## config.mk

```make
export PLATFORM = sky130hd
export DESIGN_NAME = tss_sequencer
export DESIGN_NICKNAME = d
export VERILOG_FILES = /design/src/common/tss_pkg.sv /design/src/rtl/tss_sequencer.sv
export SDC_FILE = /design/constraint.sdc
export NUM_CORES = 1
export LEC_CHECK = 0
export BUFFER_PORTS_ARGS = -buffer_cell sky130_fd_sc_hd__buf_2
export CAP_MARGIN = 40
export CORE_ASPECT_RATIO = 1.75
export CORE_MARGIN = 2
export CORE_UTILIZATION = 54
export DETAILED_ROUTE_END_ITERATION = 10
export GPL_TIMING_DRIVEN = 0
export PLACE_DENSITY = 0.77
export REMOVE_ABC_BUFFERS = 1
export SYNTH_ARGS = -nofsm -noshare
export SYNTH_HDL_FRONTEND = slang
export SYNTH_SLANG_ARGS = --single-unit
```

## constraint.sdc

```tcl
create_clock -name i_mclk -period 3.6 [get_ports i_mclk]
set_input_delay 0.54 -clock i_mclk [delete_from_list [all_inputs] [get_ports i_mclk]]
set_output_delay 0.54 -clock i_mclk [all_outputs]
set_load 0.01 [all_outputs]
```

## src/common/tss_pkg.sv

```systemverilog
// package of constants for the temperature sensor sequencer
package tss_pkg;

  // ---------------------------------------------------------------
  // register byte addresses (printed offsets are not word aligned)
  // ---------------------------------------------------------------
  localparam logic [15:0] TSS_IDX_RESULT_HIGH = 16'h2881;
  localparam logic [15:0] TSS_IDX_RESULT_LOW  = 16'h2882;
  localparam logic [15:0] TSS_IDX_CTRL        = 16'h28A0;
  localparam logic [15:0] TSS_IDX_TRIGGER     = 16'h28B4;
  localparam logic [15:0] TSS_IDX_MODE        = 16'h28B5;
  localparam logic [15:0] TSS_IDX_BATTERY     = 16'h28B6;
  localparam int          TSS_ADDR_W          = 18;
  localparam logic [17:0] TSS_ADDR_RESULT_HIGH = {TSS_IDX_RESULT_HIGH, 2'b00};
  localparam logic [17:0] TSS_ADDR_RESULT_LOW  = {TSS_IDX_RESULT_LOW, 2'b00};
  localparam logic [17:0] TSS_ADDR_CTRL        = {TSS_IDX_CTRL, 2'b00};
  localparam logic [17:0] TSS_ADDR_TRIGGER     = {TSS_IDX_TRIGGER, 2'b00};
  localparam logic [17:0] TSS_ADDR_MODE        = {TSS_IDX_MODE, 2'b00};
  localparam logic [17:0] TSS_ADDR_BATTERY     = {TSS_IDX_BATTERY, 2'b00};

  // ---------------------------------------------------------------
  // field positions
  // ---------------------------------------------------------------
  localparam int TSS_CTRL_PER_LSB   = 0;
  localparam int TSS_CTRL_BUSY_BIT  = 3;
  localparam int TSS_CTRL_BAT_BIT   = 4;
  localparam int TSS_CTRL_PWR_BIT   = 6;
  localparam int TSS_CTRL_BSEL_BIT  = 7;
  localparam int TSS_TRIG_BIT       = 6;
  localparam int TSS_LOW_LSB        = 5;

  // ---------------------------------------------------------------
  // reset values and codes
  // ---------------------------------------------------------------
  localparam logic [7:0]  TSS_CTRL_RESET   = 8'h00;
  localparam logic [2:0]  TSS_PER_MANUAL   = 3'h0;
  localparam logic [2:0]  TSS_PER_CONT     = 3'h7;
  localparam logic [3:0]  TSS_PER_EXP_BASE = 4'h3;
  localparam logic [1:0]  TSS_RESP_OKAY    = 2'h0;
  localparam logic [1:0]  TSS_RESP_SLVERR  = 2'h2;

  // ---------------------------------------------------------------
  // timing
  // ---------------------------------------------------------------
  localparam int TSS_CLK_HZ        = 125000000;
  localparam int TSS_SEC_NS        = 1000000000;
  localparam int TSS_CLK_NS        = 8;
  localparam int TSS_SEC_CYCLES    = TSS_SEC_NS / TSS_CLK_NS;
  localparam int TSS_BUSY_US       = 6;
  localparam int TSS_BUSY_CYCLES   = (TSS_BUSY_US * 1000 + TSS_CLK_NS - 1) / TSS_CLK_NS;

  typedef enum logic [1:0] {
    TSS_MODE_MAINS   = 2'b00,
    TSS_MODE_BROWN   = 2'b01,
    TSS_MODE_DISPLAY = 2'b10,
    TSS_MODE_SLEEP   = 2'b11
  } tss_mode_type;

  typedef enum logic [1:0] {
    TSS_ST_IDLE = 2'b00,
    TSS_ST_TEMP = 2'b01,
    TSS_ST_BATT = 2'b10
  } tss_state_type;

endpackage

```

## src/rtl/tss_sequencer.sv

```systemverilog
// temperature sensor sequencer with axi4-lite register slave
//
// The implementer's own choice: the AXI4-Lite interface to the registers.
`timescale 1ns/100ps
module tss_sequencer #(
  parameter int SEC_CYCLES  = tss_pkg::TSS_SEC_CYCLES,
  parameter int BUSY_CYCLES = tss_pkg::TSS_BUSY_CYCLES
) (
  // clock and reset
  input  wire logic                          i_mclk,
  input  wire logic                          i_rst,
  // axi4-lite write address and data
  input  wire logic [tss_pkg::TSS_ADDR_W-1:0] i_awaddr,
  input  wire logic                          i_awvalid,
  output logic                               o_awready,
  input  wire logic [31:0]                   i_wdata,
  input  wire logic [3:0]                    i_wstrb,
  input  wire logic                          i_wvalid,
  output logic                               o_wready,
  output logic [1:0]                         o_bresp,
  output logic                               o_bvalid,
  input  wire logic                          i_bready,
  // axi4-lite read
  input  wire logic [tss_pkg::TSS_ADDR_W-1:0] i_araddr,
  input  wire logic                          i_arvalid,
  output logic                               o_arready,
  output logic [31:0]                        o_rdata,
  output logic [1:0]                         o_rresp,
  output logic                               o_rvalid,
  input  wire logic                          i_rready,
  // operating mode from power manager
  input  wire tss_pkg::tss_mode_type         i_mode,
  // analog sensing element
  output logic                               o_sense_start,
  output logic                               o_sense_battery,
  output logic                               o_sensor_supply_select,
  output logic                               o_monitored_battery_select,
  input  wire logic                          i_sense_done,
  input  wire logic [10:0]                   i_sensed_temp_value,
  input  wire logic [7:0]                    i_battery_voltage_reading
);
  import tss_pkg::*;

  // ---------------------------------------------------------------
  // synchronisers for the analog side and the power manager mode
  // ---------------------------------------------------------------
  logic       done_meta;
  logic       done_sync;
  logic       done_prev;
  logic       done_rise;
  logic [1:0] mode_meta;
  logic [1:0] mode_sync;

  always_ff @(posedge i_mclk) begin
    if (i_rst) begin
      done_meta <= 1'b0;
      done_sync <= 1'b0;
      done_prev <= 1'b0;
      mode_meta <= 2'h0;
      mode_sync <= 2'h0;
    end else begin
      done_meta <= i_sense_done;
      done_sync <= done_meta;
      done_prev <= done_sync;
      mode_meta <= i_mode;
      mode_sync <= mode_meta;
    end
  end
  assign done_rise = done_sync & ~done_prev;

  // ---------------------------------------------------------------
  // registers
  // ---------------------------------------------------------------
  logic [2:0]  temp_period_select;
  logic        battery_measure_with_temp;
  logic        sensor_supply_select;
  logic        monitored_battery_select;
  logic        ctrl_byte_write_pending;
  logic [15:0] busy_cnt;
  logic        temp_measure_trigger;
  logic [10:0] sensed_temp_value;
  logic [7:0]  battery_voltage_reading;
  logic        low_power;
  logic        wr_fire;
  logic        aw_held;
  logic        w_held;
  logic [TSS_ADDR_W-1:0] aw_addr;
  logic [7:0]  w_byte;
  logic        w_lane0;
  tss_state_type state;
  logic        period_tick;
  logic        temp_done;

  assign low_power = (mode_sync == TSS_MODE_SLEEP) || (mode_sync == TSS_MODE_DISPLAY);

  // ---------------------------------------------------------------
  // axi4-lite write channel
  // ---------------------------------------------------------------
  assign o_awready = ~aw_held & ~o_bvalid;
  assign o_wready  = ~w_held & ~o_bvalid;
  assign wr_fire   = aw_held & w_held & ~o_bvalid;

  always_ff @(posedge i_mclk) begin
    if (i_rst) begin
      aw_held <= 1'b0;
      w_held  <= 1'b0;
      aw_addr <= '0;
      w_byte  <= 8'h00;
      w_lane0 <= 1'b0;
      o_bvalid <= 1'b0;
      o_bresp  <= TSS_RESP_OKAY;
    end else begin
      if (i_awvalid && o_awready) begin
        aw_held <= 1'b1;
        aw_addr <= i_awaddr;
      end
      if (i_wvalid && o_wready) begin
        w_held  <= 1'b1;
        w_byte  <= i_wdata[7:0];
        w_lane0 <= i_wstrb[0];
      end
      if (wr_fire) begin
        aw_held  <= 1'b0;
        w_held   <= 1'b0;
        o_bvalid <= 1'b1;
        case (aw_addr)
          TSS_ADDR_CTRL, TSS_ADDR_TRIGGER, TSS_ADDR_RESULT_HIGH, TSS_ADDR_RESULT_LOW,
          TSS_ADDR_MODE, TSS_ADDR_BATTERY: o_bresp <= TSS_RESP_OKAY;
          default: o_bresp <= TSS_RESP_SLVERR;
        endcase
      end else if (o_bvalid && i_bready) begin
        o_bvalid <= 1'b0;
      end
    end
  end

  // ---------------------------------------------------------------
  // control byte with write-pending lockout
  // ---------------------------------------------------------------
  always_ff @(posedge i_mclk) begin
    if (i_rst) begin
      temp_period_select        <= TSS_CTRL_RESET[2:0];
      battery_measure_with_temp <= 1'b0;
      sensor_supply_select      <= 1'b0;
      monitored_battery_select  <= 1'b0;
      ctrl_byte_write_pending   <= 1'b0;
      busy_cnt                  <= 16'h0000;
    end else if (wr_fire && w_lane0 && aw_addr == TSS_ADDR_CTRL
                 && !ctrl_byte_write_pending) begin
      temp_period_select        <= w_byte[TSS_CTRL_PER_LSB +: 3];
      battery_measure_with_temp <= w_byte[TSS_CTRL_BAT_BIT];
      sensor_supply_select      <= w_byte[TSS_CTRL_PWR_BIT];
      monitored_battery_select  <= w_byte[TSS_CTRL_BSEL_BIT];
      ctrl_byte_write_pending   <= 1'b1;
      busy_cnt                  <= BUSY_CYCLES[15:0];
    end else if (ctrl_byte_write_pending) begin
      busy_cnt <= busy_cnt - 16'h0001;
      if (busy_cnt == 16'h0001) begin
        ctrl_byte_write_pending <= 1'b0;
      end
    end
  end

  // ---------------------------------------------------------------
  // trigger bit: set by software, cleared by hardware at completion
  // ---------------------------------------------------------------
  always_ff @(posedge i_mclk) begin
    if (i_rst) begin
      temp_measure_trigger <= 1'b0;
    end else if (wr_fire && w_lane0 && aw_addr == TSS_ADDR_TRIGGER
                 && w_byte[TSS_TRIG_BIT]) begin
      temp_measure_trigger <= 1'b1;
    end else if (temp_done) begin
      temp_measure_trigger <= 1'b0;
    end else if (wr_fire && w_lane0 && aw_addr == TSS_ADDR_TRIGGER) begin
      temp_measure_trigger <= 1'b0;
    end
  end

  // ---------------------------------------------------------------
  // period timer: seconds prescaler and interval counter
  // ---------------------------------------------------------------
  logic [31:0] sec_cnt;
  logic [9:0]  secs;
  logic [9:0]  interval;

  assign interval = 10'h001 << (TSS_PER_EXP_BASE + {1'b0, temp_period_select});

  always_ff @(posedge i_mclk) begin
    if (i_rst) begin
      sec_cnt     <= 32'h0000_0000;
      secs        <= 10'h000;
      period_tick <= 1'b0;
    end else begin
      period_tick <= 1'b0;
      if (temp_period_select == TSS_PER_MANUAL || temp_period_select == TSS_PER_CONT) begin
        sec_cnt <= 32'h0000_0000;
        secs    <= 10'h000;
      end else if (sec_cnt == SEC_CYCLES - 1) begin
        sec_cnt <= 32'h0000_0000;
        if (secs + 10'h001 >= interval) begin
          secs        <= 10'h000;
          period_tick <= 1'b1;
        end else begin
          secs <= secs + 10'h001;
        end
      end else begin
        sec_cnt <= sec_cnt + 32'h0000_0001;
      end
    end
  end

  // ---------------------------------------------------------------
  // measurement sequencer
  // ---------------------------------------------------------------
  logic start_req;
  logic manual_go;
  logic auto_go;

  assign manual_go = temp_measure_trigger && temp_period_select == TSS_PER_MANUAL
                     && !low_power;
  assign auto_go   = low_power && (period_tick
                     || temp_period_select == TSS_PER_CONT);
  assign start_req = manual_go || auto_go;
  assign temp_done = done_rise && state == TSS_ST_TEMP;

  always_ff @(posedge i_mclk) begin
    if (i_rst) begin
      state                   <= TSS_ST_IDLE;
      o_sense_start           <= 1'b0;
      o_sense_battery         <= 1'b0;
      sensed_temp_value       <= 11'h000;
      battery_voltage_reading <= 8'h00;
    end else begin
      o_sense_start <= 1'b0;
      unique case (state)
        TSS_ST_IDLE: begin
          if (start_req) begin
            state           <= TSS_ST_TEMP;
            o_sense_start   <= 1'b1;
            o_sense_battery <= 1'b0;
          end
        end
        TSS_ST_TEMP: begin
          if (done_rise) begin
            sensed_temp_value <= i_sensed_temp_value;
            if (battery_measure_with_temp) begin
              state           <= TSS_ST_BATT;
              o_sense_start   <= 1'b1;
              o_sense_battery <= 1'b1;
            end else begin
              state <= TSS_ST_IDLE;
            end
          end
        end
        TSS_ST_BATT: begin
          if (done_rise) begin
            battery_voltage_reading <= i_battery_voltage_reading;
            o_sense_battery         <= 1'b0;
            state                   <= TSS_ST_IDLE;
          end
        end
        default: state <= TSS_ST_IDLE;
      endcase
    end
  end

  // supply routing to the analog element
  assign o_sensor_supply_select     = sensor_supply_select & ~low_power;
  assign o_monitored_battery_select = monitored_battery_select;

  // ---------------------------------------------------------------
  // axi4-lite read channel
  // ---------------------------------------------------------------
  assign o_arready = ~o_rvalid;

  always_ff @(posedge i_mclk) begin
    if (i_rst) begin
      o_rvalid <= 1'b0;
      o_rdata  <= 32'h0000_0000;
      o_rresp  <= TSS_RESP_OKAY;
    end else if (i_arvalid && o_arready) begin
      o_rvalid <= 1'b1;
      o_rresp  <= TSS_RESP_OKAY;
      case (i_araddr)
        TSS_ADDR_RESULT_HIGH: o_rdata <= {24'h000000, sensed_temp_value[10:3]};
        TSS_ADDR_RESULT_LOW:  o_rdata <= {24'h000000, sensed_temp_value[2:0], 5'h00};
        TSS_ADDR_CTRL: o_rdata <= {24'h000000, monitored_battery_select, sensor_supply_select,
                                   1'b0, battery_measure_with_temp, ctrl_byte_write_pending,
                                   temp_period_select};
        TSS_ADDR_TRIGGER: o_rdata <= {24'h000000, 1'b0, temp_measure_trigger, 6'h00};
        TSS_ADDR_MODE:    o_rdata <= {30'h0000_0000, mode_sync};
        TSS_ADDR_BATTERY: o_rdata <= {24'h000000, battery_voltage_reading};
        default: begin
          o_rdata <= 32'h0000_0000;
          o_rresp <= TSS_RESP_SLVERR;
        end
      endcase
    end else if (o_rvalid && i_rready) begin
      o_rvalid <= 1'b0;
    end
  end

  // ---------------------------------------------------------------
  // assertions
  // ---------------------------------------------------------------
  AST_BUSY_LOCK: assert property (@(posedge i_mclk) disable iff (i_rst)
    ctrl_byte_write_pending && wr_fire |=> $stable(temp_period_select))
    else $error("control byte changed while write pending");
  AST_BUSY_SET: assert property (@(posedge i_mclk) disable iff (i_rst)
    wr_fire && w_lane0 && aw_addr == TSS_ADDR_CTRL && !ctrl_byte_write_pending
    |=> ctrl_byte_write_pending)
    else $error("pending flag not set after control write");
  AST_MANUAL_ONLY: assert property (@(posedge i_mclk) disable iff (i_rst)
    $rose(o_sense_start) && !o_sense_battery && !low_power
    |-> $past(temp_measure_trigger))
    else $error("measurement started without trigger in active mode");
  AST_TRIG_PER: assert property (@(posedge i_mclk) disable iff (i_rst)
    state == TSS_ST_IDLE && temp_measure_trigger && temp_period_select != TSS_PER_MANUAL
    && !low_power |=> state == TSS_ST_IDLE)
    else $error("trigger acted with nonzero period");
  AST_TRIG_CLR: assert property (@(posedge i_mclk) disable iff (i_rst)
    temp_done |=> !temp_measure_trigger)
    else $error("trigger not cleared at completion");
  AST_RESULT: assert property (@(posedge i_mclk) disable iff (i_rst)
    temp_done |=> sensed_temp_value == $past(i_sensed_temp_value))
    else $error("result not captured at completion");
  AST_BATT: assert property (@(posedge i_mclk) disable iff (i_rst)
    temp_done && battery_measure_with_temp |=> state == TSS_ST_BATT && o_sense_battery)
    else $error("battery measurement skipped");
  AST_SUPPLY: assert property (@(posedge i_mclk) disable iff (i_rst)
    low_power |-> !o_sensor_supply_select)
    else $error("main supply used in low power mode");
  AST_CONT: assert property (@(posedge i_mclk) disable iff (i_rst)
    low_power && temp_period_select == TSS_PER_CONT && state == TSS_ST_IDLE
    |=> state == TSS_ST_TEMP)
    else $error("continuous mode did not restart");
  COV_MANUAL: cover property (@(posedge i_mclk) manual_go && state == TSS_ST_IDLE);
  COV_PERIODIC: cover property (@(posedge i_mclk) period_tick && low_power);
  COV_BATT: cover property (@(posedge i_mclk) state == TSS_ST_BATT && done_rise);
  COV_LOCKED: cover property (@(posedge i_mclk) ctrl_byte_write_pending && wr_fire);

endmodule

```

-- After elaboration in Yosys (flattened, before gate mapping)
Index checks and enable logic that the tools add are counted.
Widths: inputs -> output; s select.
- bits in registers: 164
- bits in latches: 0
- RAM bits: 0
- memory bits (read-only): 0
- input bits: 101
- output and inout bits: 45
- logic and storage cells: 142
- memories kept: 0
- add/subtract/negate cells: 4
- multiply operators: 0
- div/mod/pow operators: 0
- $lt $le $gt $ge: 1
- equality and inequality tests: 23
- shift-type cells: 1
- mux-type cells: 31
- bitwise logic cells: 13
- reductions and logical operators: 38
- operator list (kind ; count):
    $eq 18x16->1 const B ; 12
    $pmux 8 s6 ; 1
    $add 32x1->32 const B ; 1
    $eq 32x27->1 const B ; 1
    $mux 10 ; 3
    $mux 1 ; 18
    $eq 16x1->1 const B ; 1
    $sub 16x1->16 const B ; 1
    $logic_and 1x1->1 ; 14
    $mux 2 ; 6
    $reduce_or 6->1 ; 2
    $add 10x1->10 const B ; 1
    $ge 10x10->1 ; 1
    $shl 1x4->10 const A ; 1
    $ne 2x2->1 const B ; 4
    $not 1->1 ; 7
    $and 1x1->1 ; 6
    $eq 2x2->1 const B ; 3
    $pmux 2 s3 ; 1
    $reduce_bool 2->1 ; 3
    $reduce_bool 3->1 ; 2
    $reduce_or 2->1 ; 3
    $reduce_or 3->1 ; 2
    $reduce_and 5->1 ; 1
    other kinds (11) ; 16

-- Logic depth before layout (Yosys ltp)
- depth after elaboration: 7
- mapped depth: 12
- depth with buffers taken out: 12

-- Worst setup path before layout
No wires, ideal clock.
- kind: flip-flop to flip-flop
- start point: reg secs[0]
- end point: reg secs[2]
- setup time: 0.072 ns
- arrival time: 2.592 ns
- data required time: 3.528 ns
- slack: 0.936 ns
- cell stages (with the launch flop): 13
- buffers on the path: 0
- period minus slack after synthesis: 2.664 ns
- cell sequence: dfxtp_1 > ha_1 > and3_1 > nand3_1 > nor2_1 > xor2_1 > ha_1 > o21a_1 > a21oi_1 > o31ai_1 > or2_2 > o31a_1 > mux2i_1
- cells in the longest elaborated chain, start to end: 3
- ends and longest elaborated chain (item ; line ; source):
    start, declared ; tss_sequencer.sv:184 ; logic [9:0] secs;
    start signal, assigned ; tss_sequencer.sv:205 ; secs <= secs + 10'h001;
    $add 10x1->10 (*) ; tss_sequencer.sv:201, tss_sequencer.sv:205 ;
    $ge 10x10->1 ; tss_sequencer.sv:201 ; if (secs + 10'h001 >= interval) begin
    $mux 10 (*) ; tss_sequencer.sv:201 ;
Mark *: on every way between the ends. The rest lies on a longest branch, timed or not.
A chain may end at the register's enable or synchronous reset.

-- Final worst setup path
- start point: reg secs[0]
- end point: reg secs[3]
Same word-level chain as after synthesis.

==> metrics <==
worst slew pin tran 0.9188 ns; Initial Utilization a little under three fifths; Syn Area/Cell 8.473 sq um; Core Rows 52; CTS root buffer clkbuf_16; Reg2Reg Depth 10; # setup viols final 0; IO Port Bufs 90; clock skew about 0.0075 ns; Final HPWL DP ~11000 microns; CP Capture Type flop; CP Launch Point secs[0]; EDFF count, synth 0; Total GRT Usage 23.81%; Synth area leaders dfxtp_1 (43%), nand2_1 (6.5%), nor2_1 (5.7%); Die X ~86 microns; Post-DRT Antenna Nets 0; CP max FO 7; I/O Pins roughly 150; H-Tree Depth 4; Post-Syn Instances 744; NumNets Final between 900 and 1000; Synth top area share 43.19%; fill cell count a little under 1000; number of post-CTS setup repair buffers 0; placed instance count 946; Routed WL per cell between 15 and 20 microns; Top FF cell, synth dfxtp_1; first-pass GRT wire length 24440 microns; R2R Path Start secs[0]; initial antenna violation count 0; Finished Layout Cells ~980; Synth area leader dfxtp_1; max cap viols 0; number of synthesized register bits 136; total power draw roughly 3.4 mW; Core ar. about 0.011 sq mm; GRT overflow 0; cell with the most instances after synthesis dfxtp_1; required time worst endpoint a little under 4 ns; die area 0.01259 sq mm; Max Transition Viols Final 0; Pleak roughly 2.8 nW; peak supply drop 0.0003821 V; Worst Hold Slack 0.3113 ns; Area Growth Syn to Fin 16.63%; Yosys Warn Count 0; cts bufs inserted 17; Final Hold Viols 0; Period Utilization, post-route between 80% and 90%; hold-critical path depth 2; Pwr Density about 460 mW/mm^2; ANT cells 0; post-CTS resize count 0; number of global-route vias before repair 5416; Cell Area, Synth approximately 0.0063 sq mm; DRT iter0 DRCs 245; CP startpoint kind flop; unrepaired setup endpoints after global routing no; worst rel slew slack between 30% and 40%; Post-Route WL around 15000 microns; pin count of the biggest net entering global routing 50; Post-synth ARST share 0%; Placer Congestion a little over 0.8; Achievable Freq 320.5 MHz; Hold Path End o_rvalid; clk sinks about 140; layout cells sized above 1 around 16%; Crit Path Class reg -> reg; Hold Path Class in -> reg; via-per-instance ratio 5.631; sequential share of the synthesized area 43.19%; chip height between 100 and 150 microns; drt pass-1 iters 5; Crit Reg-Reg Endpoint secs[3]; clock tree buffer depth 2; utilization after layout between 60 and 70%; vias between 5000 and 6000; Post-CTS Hold Buffers 0; hold path start i_rready; setup TNS 0 ns; R2R setup slack around 0.48 ns; synth unique cells 59; outcome complete, no violations; WP data arrival between 3 and 4 ns; Post-route DRC 0; CTS tree built; Skew-Pair Late Insertion Delay ~0.41 ns; Final Critical Period ~3.1 ns; clk slew on worst S/H paths roughly 0.060 ns; top cells by count, synth dfxtp_1 (136), nand2_1 (109), nor2_1 (96), a21oi_1 (49), xor2_1 (28)
==> through the flow <==
stage / worst slack (ns) / instance area, sq um
after global placement: 0.1399 / 6706
final: 0.4795 / 7352
after floorplan: 0.9363 / 6087
after CTS: 0.5050 / 7352
after global routing: 0.1554 / 7352
after detailed placement: 0.5733 / 6768
==> critical path, stage by stage, from the launching register on <==
cell and delay, ns:
dfxtp_1 0.42, and3_1 0.18, nand3_1 0.18, nor2_1 0.31
and3_1 0.22, xor2_1 0.20, ha_1 0.19, nand4_1 0.13
o31ai_1 0.73, nor3_2 0.22, a22o_1 0.24
==> state kept, by name, summed over array words and instances (netlist names), 2 cells and up <==
name	flops
w_byte	6
aw_addr	18
busy_cnt	16
state	2
secs	10
battery_voltage_reading	8
sec_cnt	32
mode_meta	2
o_rdata	8
mode_sync	2
sensed_temp_value	11
temp_period_select	3
==> layer usage <==
| metal | track usage [%] | share of wire (%) |
|---|---|---|
| met2 | 43.71 | 56 |
| met3 | 4.607 | 3.3 |
| met5 | 0 | 0 |
| met1 | 25.97 | 39 |
| met4 | 10.24 | 2.1 |
==> power breakdown <==
part,switching [mW],internal [mW]
Combinational,0.100,0.0689
Sequential,0.0192,1.54
Clock,0.607,1.09
Total,0.726,2.69
==> worst max path at each step <==
stage,to
3_5_place_dp,secs[3]
3_3_place_gp,secs[2]
2_1_floorplan,secs[2]
4_1_cts,secs[2]
6_report,secs[3]
5_1_grt,secs[2]
==> cells by family after synthesis <==
group	count (synthesis)	synth area share, %
AO/OA/AOI/OAI	114	11.37
adder cells (fa/ha/maj)	15	2.977
other	1	0.05949
flip-flops	136	43.19
multiplexers	22	3.493
buffers and inverters	61	5.399
XOR/XNOR	47	6.530
AND/OR/NAND/NOR	348	26.97
==> cell usage in the layout (no fill, tap or decap), types with 4 or more instances in the layout <==
master	count
and3_1	11
xnor2_1	19
a22o_1	5
buf_2	90
clkbuf_16	17
or2_2	5
a21oi_1	49
nand2_1	109
nor4b_1	6
nor2_1	96
and2_1	7
mux2i_1	22
inv_1	8
nor4_1	13
clkbuf_8	4
or3_1	7
dfxtp_1	136
o31ai_1	5
xor2_1	28
a22oi_1	6
nand4_1	12
nand3_1	24
conb_1	26
a221oi_1	5
ha_1	15
a211oi_1	9
nand2b_1	5
o21ai_0	14
o21a_1	5
nor3_1	17
nor2b_1	13
==> cell type report <==
cell class / instances / area (sq um) / area share, %
clock buffer: 24 / 491.7 / 6.688
multi-input combinational: 572 / 3338 / 45.41
inverter: 8 / 30.03 / 0.4084
clock inverter: 7 / 92.59 / 1.259
sequential: 136 / 2723 / 37.03
tap: 135 / 168.9 / 2.297
timing repair buffer: 95 / 508.0 / 6.909
Power figures use the tool's default switching activity.
